### config.mk
export PLATFORM = sky130hd
export DESIGN_NAME = vcc_top
export DESIGN_NICKNAME = d
export VERILOG_FILES = /design/src/rtl/vcc_pkg.sv /design/src/rtl/vcc_cal_divider.sv /design/src/rtl/vcc_cnt_sync.sv /design/src/rtl/vcc_top.sv
export SDC_FILE = /design/constraint.sdc
export NUM_CORES = 1
export LEC_CHECK = 0
export ABC_CLOCK_PERIOD_IN_PS = 4800
export BUFFER_PORTS_ARGS = -buffer_cell sky130_fd_sc_hd__buf_4
export CORE_MARGIN = 1.5
export CORE_UTILIZATION = 50
export DETAILED_ROUTE_END_ITERATION = 12
export HOLD_SLACK_MARGIN = 0.03
export PLACE_DENSITY_LB_ADDON = 0.25
export SYNTH_ARGS = -nofsm -noshare
export SYNTH_HDL_FRONTEND = slang
export SYNTH_SLANG_ARGS = --single-unit
### constraint.sdc
create_clock -name core_clk_i -period 4.8 [get_ports core_clk_i]
set_clock_uncertainty 0.15 [all_clocks]
set_input_delay 0.72 -clock core_clk_i [delete_from_list [all_inputs] [get_ports core_clk_i]]
set_output_delay 0.72 -clock core_clk_i [all_outputs]
set_load 0.03 [all_outputs]
### src/rtl/vcc_pkg.sv
/*
 * Package for the VCO calibration control block: register offsets,
 * field positions, reset values, sync-reset mode codes and the bus request carrier.
 * Assumes an Avalon-MM slave with 32-bit data, byte addressed.
 */
// Behaviour
// [RQ1] Calibration clock enable is the reference clock divided by the selected ratio.
// [RQ2] Divider codes 00,01,10,11 give 2,4,8,16; 16 is the reset default.
// [RQ3] Calibration starts only on a 0 to 1 change of the active bit.
// [RQ4] Host writes bit 0, strobes transfer, writes bit 1, strobes again.
// [RQ5] Calibrate-now bit reads 0 after reset.
// [RQ6] Host keeps the VCO divider setting steady while calibration runs.
// [RQ7] Sync-reset code 00 leaves counters untouched on alignment pin.
// [RQ8] Code 01 resets counters at once, 10 on the edge, 11 does nothing.
// [RQ9] Buffered bit copies to active only on transfer strobe; rising edge detected.
package vcc_pkg;

    // ------------------------------------------------------------
    // Register map (byte addresses; one register per word)
    // ------------------------------------------------------------
    localparam logic [9:0] VCC_CNT_SYNC_IDX = 10'h019;
    localparam logic [11:0] VCC_CNT_SYNC_OFF = {VCC_CNT_SYNC_IDX, 2'h0};
    localparam logic [11:0] VCC_CAL_CTRL_OFF = 12'h800;
    localparam logic [11:0] VCC_STATUS_OFF = 12'h804;
    localparam logic [11:0] VCC_XFER_OFF = 12'h808;

    // ------------------------------------------------------------
    // Field positions and reset values
    // ------------------------------------------------------------
    localparam int VCC_CAL_NOW_BIT = 0;
    localparam int VCC_CAL_DIV_LSB = 1;
    localparam int VCC_SYNC_MODE_LSB = 6;
    localparam logic [1:0] VCC_CAL_DIV_RST = 2'h3;
    localparam logic [1:0] VCC_SYNC_MODE_RST = 2'h0;
    localparam logic VCC_CAL_NOW_RST = 1'h0;
    localparam logic [7:0] VCC_CNT_SYNC_RST = 8'h00;
    localparam logic [7:0] VCC_CAL_CTRL_RST = 8'h06;

    // Sync-reset modes
    localparam logic [1:0] VCC_SYNC_NONE = 2'h0;
    localparam logic [1:0] VCC_SYNC_ASYNC = 2'h1;
    localparam logic [1:0] VCC_SYNC_SYNC = 2'h2;
    localparam logic [1:0] VCC_SYNC_IGNORE = 2'h3;

    // Calibration run time in calibration clock ticks
    localparam int VCC_CAL_TICKS = 16;

    // Bus request carrier
    typedef struct packed {
        logic [11:0] address;
        logic read;
        logic write;
        logic [31:0] writedata;
        logic [3:0] byteenable;
    } vcc_bus_req_type;

endpackage

### src/rtl/vcc_cal_divider.sv
/*
 * Calibration clock enable divider: one-cycle pulse every 2/4/8/16
 * reference cycles. Assumes a single reference clock domain.
 */
`timescale 1ns/1ps
`default_nettype none
module vcc_cal_divider
    import vcc_pkg::*;
(
    input wire logic core_clk_i, // Reference clock
    input wire logic sys_rst_i, // Async reset, high
    input wire logic [1:0] div_sel_i, // Divider code
    output logic tick_o // Calibration clock enable
);

    logic [3:0] count;
    logic [3:0] next_count;
    logic next_tick;
    logic tick;

    // Terminal count: 2 << code, minus one
    function automatic logic [3:0] vcc_div_last(input logic [1:0] sel);
        vcc_div_last = 4'((5'h02 << sel) - 5'h01);
    endfunction

    // Count up, pulse at terminal; a code change keeps the count, which wraps at once if past the new terminal
    always_comb begin
        next_tick = 1'b0;
        next_count = count + 4'h1;
        if (count >= vcc_div_last(div_sel_i)) begin // see [RQ1] [RQ2]
            next_count = 4'h0;
            next_tick = 1'b1;
        end
    end

    always_ff @(posedge core_clk_i or posedge sys_rst_i) begin
        if (sys_rst_i) begin
            count <= 4'h0;
            tick <= 1'b0;
        end else begin
            count <= next_count;
            tick <= next_tick;
        end
    end

    assign tick_o = tick;

endmodule
`default_nettype wire

### src/rtl/vcc_cnt_sync.sv
/*
 * Counter sync-reset decoder: turns the alignment pin into reset
 * requests for the reference and feedback counters by mode code.
 * Assumes the pin is synchronous to the reference clock.
 */
`timescale 1ns/1ps
`default_nettype none
module vcc_cnt_sync
    import vcc_pkg::*;
(
    input wire logic core_clk_i, // Reference clock
    input wire logic sys_rst_i, // Async reset, high
    input wire logic [1:0] mode_i, // Sync-reset mode code
    input wire logic align_i, // Alignment pin, active high
    output logic async_rst_o, // Level reset request
    output logic sync_rst_o // One-cycle reset pulse
);

    logic align_d;
    logic next_async;
    logic next_sync;
    logic async_rst;
    logic sync_rst;

    // Async mode follows the pin level, sync mode pulses on its edge
    always_comb begin
        next_async = 1'b0;
        next_sync = 1'b0;
        case (mode_i)
            VCC_SYNC_NONE: ; // see [RQ7]
            VCC_SYNC_ASYNC: next_async = align_i; // see [RQ8]
            VCC_SYNC_SYNC: next_sync = align_i & ~align_d; // see [RQ8]
            VCC_SYNC_IGNORE: ; // see [RQ8]
            default: ;
        endcase
    end

    always_ff @(posedge core_clk_i or posedge sys_rst_i) begin
        if (sys_rst_i) begin
            align_d <= 1'b0;
            async_rst <= 1'b0;
            sync_rst <= 1'b0;
        end else begin
            align_d <= align_i;
            async_rst <= next_async;
            sync_rst <= next_sync;
        end
    end

    assign async_rst_o = async_rst;
    assign sync_rst_o = sync_rst;

endmodule
`default_nettype wire

### src/rtl/vcc_top.sv
/*
 * VCO calibration control top: Avalon-MM register slave, buffered and
 * active calibrate-now bit, calibration run timer, divider and counter
 * sync-reset decode. Assumes one reference clock and a host that keeps
 * the VCO divider steady during a calibration.
 */
`timescale 1ns/1ps
`default_nettype none
module vcc_top
    import vcc_pkg::*;
#(
    parameter int CAL_TICKS = VCC_CAL_TICKS // Run length in cal ticks
)
(
    input wire logic core_clk_i, // Reference clock, 100 MHz
    input wire logic sys_rst_i, // Async reset, high
    input wire logic [11:0] avs_address_i, // Byte address
    input wire logic avs_read_i, // Read request
    input wire logic avs_write_i, // Write request
    input wire logic [31:0] avs_writedata_i, // Write data
    input wire logic [3:0] avs_byteenable_i, // Byte lanes
    output logic [31:0] avs_readdata_o, // Read data
    output logic avs_waitrequest_o, // Stall
    output logic [1:0] avs_response_o, // 00 ok, 10 slave error
    input wire logic io_update_i, // External transfer strobe
    input wire logic align_i, // Output-alignment pin
    output logic cal_tick_o, // Calibration clock enable
    output logic cal_start_o, // One-cycle calibration start
    output logic cal_busy_o, // Calibration running
    output logic cnt_async_rst_o, // Counter reset level
    output logic cnt_sync_rst_o // Counter reset pulse
);

    // ------------------------------------------------------------
    // Bus slave state
    // ------------------------------------------------------------
    typedef enum logic [1:0] {
        VCC_IDLE = 2'b01,
        VCC_ACK = 2'b10
    } vcc_bus_state_type;

    vcc_bus_req_type req;
    vcc_bus_state_type state;
    vcc_bus_state_type next_state;
    logic [31:0] rdata;
    logic [31:0] next_rdata;
    logic [1:0] resp;
    logic [1:0] next_resp;
    logic wait_r;
    logic next_wait;

    // Register contents
    logic [7:0] sync_reg;
    logic [7:0] next_sync_reg;
    logic [1:0] cal_div;
    logic [1:0] next_cal_div;
    logic cal_now_buf;
    logic next_cal_now_buf;
    logic cal_now_act;
    logic next_cal_now_act;
    logic cal_now_prev;
    logic sw_xfer;
    logic xfer;

    // Calibration run
    logic cal_busy;
    logic next_cal_busy;
    logic cal_start;
    logic next_cal_start;
    logic [7:0] run_cnt;
    logic [7:0] next_run_cnt;
    logic tick;
    logic async_rst;
    logic sync_rst;

    assign req.address = avs_address_i;
    assign req.read = avs_read_i;
    assign req.write = avs_write_i;
    assign req.writedata = avs_writedata_i;
    assign req.byteenable = avs_byteenable_i;

    // Address decode, used by read and write paths
    function automatic logic vcc_mapped(input logic [11:0] a);
        vcc_mapped = (a == VCC_CNT_SYNC_OFF) || (a == VCC_CAL_CTRL_OFF)
            || (a == VCC_STATUS_OFF) || (a == VCC_XFER_OFF);
    endfunction

    // ------------------------------------------------------------
    // Bus handshake: one wait cycle, accepted in the ACK state
    // ------------------------------------------------------------
    // Waitrequest drops for exactly one cycle so the write lands once
    always_comb begin
        next_state = state;
        next_wait = 1'b1;
        next_rdata = rdata;
        next_resp = resp;
        case (state)
            VCC_IDLE: begin
                if (req.read || req.write) begin
                    next_state = VCC_ACK;
                    next_wait = 1'b0;
                    next_resp = vcc_mapped(req.address) ? 2'h0 : 2'h2;
                    next_rdata = 32'h0;
                    case (req.address)
                        VCC_CNT_SYNC_OFF: next_rdata = {24'h0, sync_reg};
                        VCC_CAL_CTRL_OFF:
                            next_rdata = {29'h0, cal_div, cal_now_buf};
                        VCC_STATUS_OFF:
                            next_rdata = {30'h0, cal_busy, cal_now_act};
                        default: next_rdata = 32'h0;
                    endcase
                end
            end
            VCC_ACK: next_state = VCC_IDLE;
            default: next_state = VCC_IDLE;
        endcase
    end

    always_ff @(posedge core_clk_i or posedge sys_rst_i) begin
        if (sys_rst_i) begin
            state <= VCC_IDLE;
            wait_r <= 1'b1;
            rdata <= 32'h0;
            resp <= 2'h0;
        end else begin
            state <= next_state;
            wait_r <= next_wait;
            rdata <= next_rdata;
            resp <= next_resp;
        end
    end

    // ------------------------------------------------------------
    // Register writes and the transfer to the active copy
    // ------------------------------------------------------------
    logic wr_ok;
    assign wr_ok = (state == VCC_ACK) && req.write && req.byteenable[0];
    assign sw_xfer = wr_ok && (req.address == VCC_XFER_OFF)
        && req.writedata[0];
    assign xfer = sw_xfer || io_update_i;

    // Buffered bits change on write; active bit only on transfer
    always_comb begin
        next_sync_reg = sync_reg;
        next_cal_div = cal_div;
        next_cal_now_buf = cal_now_buf;
        next_cal_now_act = cal_now_act;
        if (wr_ok && req.address == VCC_CNT_SYNC_OFF) begin
            next_sync_reg = req.writedata[7:0];
        end
        if (wr_ok && req.address == VCC_CAL_CTRL_OFF) begin
            next_cal_div = req.writedata[VCC_CAL_DIV_LSB +: 2];
            next_cal_now_buf = req.writedata[VCC_CAL_NOW_BIT]; // see [RQ9]
        end
        if (xfer) begin
            next_cal_now_act = cal_now_buf; // see [RQ9] [RQ4]
        end
    end

    always_ff @(posedge core_clk_i or posedge sys_rst_i) begin
        if (sys_rst_i) begin
            sync_reg <= VCC_CNT_SYNC_RST; // see [RQ7]
            cal_div <= VCC_CAL_DIV_RST; // see [RQ2]
            cal_now_buf <= VCC_CAL_NOW_RST; // see [RQ5]
            cal_now_act <= VCC_CAL_NOW_RST; // see [RQ5]
            cal_now_prev <= VCC_CAL_NOW_RST;
        end else begin
            sync_reg <= next_sync_reg;
            cal_div <= next_cal_div;
            cal_now_buf <= next_cal_now_buf;
            cal_now_act <= next_cal_now_act;
            cal_now_prev <= cal_now_act;
        end
    end

    // ------------------------------------------------------------
    // Calibration run: rising edge of the active bit only
    // ------------------------------------------------------------
    // A steady 1 never retriggers; an edge during a run restarts it
    always_comb begin
        next_cal_start = cal_now_act && !cal_now_prev; // see [RQ3] [RQ9]
        next_cal_busy = cal_busy;
        next_run_cnt = run_cnt;
        if (next_cal_start) begin
            next_cal_busy = 1'b1;
            next_run_cnt = 8'h0;
        end else if (cal_busy && tick) begin
            if (run_cnt == 8'(CAL_TICKS - 1)) begin
                next_cal_busy = 1'b0;
            end else begin
                next_run_cnt = run_cnt + 8'h1;
            end
        end
    end

    always_ff @(posedge core_clk_i or posedge sys_rst_i) begin
        if (sys_rst_i) begin
            cal_start <= 1'b0;
            cal_busy <= 1'b0;
            run_cnt <= 8'h0;
        end else begin
            cal_start <= next_cal_start;
            cal_busy <= next_cal_busy;
            run_cnt <= next_run_cnt;
        end
    end

    // ------------------------------------------------------------
    // Sub-blocks
    // ------------------------------------------------------------
    vcc_cal_divider u_div (
        .core_clk_i(core_clk_i),
        .sys_rst_i(sys_rst_i),
        .div_sel_i(cal_div), // see [RQ1]
        .tick_o(tick)
    );

    vcc_cnt_sync u_sync (
        .core_clk_i(core_clk_i),
        .sys_rst_i(sys_rst_i),
        .mode_i(sync_reg[VCC_SYNC_MODE_LSB +: 2]), // see [RQ7] [RQ8]
        .align_i(align_i),
        .async_rst_o(async_rst),
        .sync_rst_o(sync_rst)
    );

    // Outputs straight from flip-flops
    assign avs_readdata_o = rdata;
    assign avs_waitrequest_o = wait_r;
    assign avs_response_o = resp;
    assign cal_tick_o = tick;
    assign cal_start_o = cal_start;
    assign cal_busy_o = cal_busy;
    assign cnt_async_rst_o = async_rst;
    assign cnt_sync_rst_o = sync_rst;

endmodule
`default_nettype wire

==> flow_summary_export.csv <==
group,metric,value,unit
hold_path,hold_path_class,"register to register",
drt,firstDrtPassIters,4,
clock_network,cts_tree,"yes",
run_status,run_status,"finished, final reports clean",
synthesis,postSynthAreaPerCell,11.7,um2
power,power.share.sequential,49.4,%
clock_network,cts-hold-fix-buffers,0,
power,design_power_total,0.000861,W
finish,fin_nets,285,
die,placementRows,23,
worst_setup_path,cell_chain_critical_path,"buf_4 > o211ai_1 > nor3_1 > a22o_1",
finish,area_growth_syn_to_layout,17.9,%
synthesis,synth.yosys.seq_area_share,51.3,%
worst_setup_path,critical_path.slowest_cell,"o211ai_1",
finish,drive_gt1_share,31.3,%
sta,crit_path_time_final,2260,ps
placed_design,half_perimeter_wire_length_after_detailed_placement,2660,um
power,peakVddDrop,0.217,mV
drt,route.antenna.remaining_nets,0,
clock_network,clock-sinks,43,
clock_network,worstSkewPairLatency,300,ps
sta,timing_hold_violations_final,0,
global_routing,grt_remaining_overflow,0,
worst_setup_path,critical_path_peak_fanout,14,
worst_setup_path,worst_path_largest_cell_delay,870,ps
die,io_pins,94,
sta,highest_attainable_clock_frequency,0.443,GHz
power,switchingPower,0.000263,W
sta,timing.max_slew.rel_slack,26.4,%
sta,rsz0062_at_grt,"false",
power,sw_frac_of_total,30.5,%
synthesis,netlist-cell-type-count,40,
finish,antenna_cells,0,
worst_setup_path,critPathCaptureType,"register",
worst_setup_path,worst_ep_arrival_time,2290,ps
global_routing,antenna_violations_before_repair,0,
global_routing,grt_pass1_wl,6000,um
clock_network,clock_tree.htree_level_count,2,
synthesis,syn-instance-count,180,
finish,design_area,0.00248,mm2
placed_design,gp_routability_congestion,0.795,
clock_network,number_of_buffers_inserted_during_clock_tree_synthesis,5,
worst_setup_path,setup.worst_path.class,"input pin to register",
power,internal_power,0.000599,W
worst_setup_path,r2r_slack,2720,ps
drt,vias,1418,
clock_network,postCtsSetupRepairBufs,0,
sta,setup-violations-final,0,
drt,route.detailed.wl_per_inst,13.1,um
sta,fin_tns_setup,0,ps
synthesis,ys.flop_type,"dfrtp_1",
power,combPwrFrac,21.3,%
global_routing,grt_start_max_net_pins,44,
worst_setup_path,kind_of_launch_point_of_the_worst_setup_path,"input pin",
sta,timing_max_transition_violations_final,0,
global_routing,grt_pass1_vias,1341,
synthesis,synth-edff-count,0,
die,die_area,0.00461,mm2
hold_path,hold-path-cell-count,1,
drt,first_iter_violations,60,
power,leakage,1.28,nW
worst_setup_path,critPathRequiredTime,4830,ps
synthesis,ys_ff_latch,43,
sta,finalCritPeriodShare,47.1,%
placed_design,buffer_ports.inserted,41,
die,die_height,67.9,um
synthesis,ys_async_sr_fraction,100,%
clock_network,cts_repair_resize_count,0,
die,die_width,67.9,um
drt,drc,0,
global_routing,grt_use_total,17.9,%
clock_network,buffer_depth_of_the_longest_clock_path,2,
placed_design,place_area,0.00238,mm2
clock_network,clk_root_buffer_cell,"clkbuf_8",
die,initial_utilization,52.3,%
worst_setup_path,timing.reg2reg.worst_path_depth,3,
run,drv.max_cap_violation_count,0,
synthesis,mappedNetlistArea,0.00211,mm2
sta,max_slew.worst_pin.slew,1100,ps
synthesis,warnings_synthesis,0,
die,core_box_area,0.00403,mm2
drt,drt-total-wl,3620,um
drt,vias_per_cell,5.12,
clock_network,clkSlewWorstSetupHoldPaths,80,ps
power,clock_power_share,29.3,%
power,power_per_cell_area,347,mW/mm2
[worst max-delay path: cells and delay by family]
kind / cells / cell delay, ps
AOI/OAI and AO/OA: 2 / 1140
buffers and inverters: 1 / 120
and+or+nand+nor: 1 / 320
[synthesized netlist by cell type, drive strengths merged (2+ instances only)]
master / instances / area share [%]
a211oi: 2 / 0.71
a21o: 4 / 1.4
a21oi: 4 / 0.95
a22o: 11 / 4.6
buf: 25 / 8.9
clkbuf: 2 / 0.36
dfrtp: 39 / 46
dfstp: 4 / 5.0
ha: 5 / 3.0
inv: 10 / 1.8
mux2: 12 / 6.6
mux2i: 2 / 0.95
nand2: 5 / 0.89
nand3: 5 / 1.2
nand4: 3 / 0.89
nor2: 14 / 2.5
nor3: 6 / 2.2
nor4: 2 / 1.3
o211ai: 2 / 0.71
o21ai: 2 / 0.48
xnor2: 6 / 2.5
[per-layer routing]
layer / up-vias / track usage [%] / part of all wire [%]
li1: 677 / - / -
met1: 683 / 22.3 / 45
met2: 53 / 29.2 / 47
met3: 5 / 4.28 / 6.0
met4: 0 / 9.00 / 1.8
met5: - / 0 / 0
[layout make-up]
| class | count | area (um2) |
|---|---|---|
| inverters | 10 | 37.5 |
| well taps | 50 | 62.6 |
| repair buffers | 42 | 315 |
| multi-input cells | 124 | 883 |
| flip-flops and latches | 43 | 1080 |
| clock inverters | 1 | 7.51 |
| clock buffers | 7 | 96.3 |
| fillers | 342 | 1550 |
[layout by cell type, fill, tap and decap left out, types with 2 or more instances in the layout]
master    count
nor3_1        4
dfrtp_1      39
nand2_1       5
clkbuf_8      7
mux2i_1       2
xnor2_1       6
a21o_1        4
buf_4        42
a22o_1       11
inv_1        10
conb_1       25
nand3_1       5
a211oi_1      2
dfstp_2       4
mux2_2       11
o21ai_0       2
nor2_1       14
a21oi_1       4
o211ai_1      2
ha_1          5
nand4_1       3
[power groups by stage]
stage	Clock (W)	Combinational (W)	Sequential [W]
finish	0.000252	0.000184	0.000425
global placement	0	0.000182	0.000432
floorplan	0	0.000130	0.000445
global route	0.000277	0.000201	0.000430
CTS	0.000259	0.000185	0.000426
detailed placement	0	0.000185	0.000433
[through the flow]
step / hold WS, ps / setup slack (ps) / cells / utilization (%)
floorplan: 235 / 2620 / 204 / -
global placement: 253 / 2190 / 269 / 59.1
detailed placement: 252 / 2220 / 269 / 59.1
CTS: 264 / 2530 / 277 / 61.6
global route: 279 / 2350 / 277 / 61.6
finish: 260 / 2540 / 277 / 61.6
[logic make-up after synthesis]
| logic type | synth area share [%] |
|---|---|
| xor gates and xnor gates | 2.91 |
| DFF | 51.3 |
| and+or+nand+nor | 14.0 |
| adders and majority gates | 2.97 |
| buffers and inverters | 11.0 |
| muxes | 7.54 |
| other | 0.178 |
| AOI/OAI and AO/OA | 10.1 |
[final timing paths]
check | from | to
min in group asynchronous | sys_rst_i | cal_start_o
hold reg to reg | u_sync.align_d | u_sync.sync_rst_o
setup reg to reg | state[0] | avs_readdata_o[4]
max in group asynchronous | sys_rst_i | state[0]
setup / recovery | avs_write_i | avs_readdata_o[4]
hold / removal | u_sync.align_d | u_sync.sync_rst_o
(Power assumes the default switching activity.)
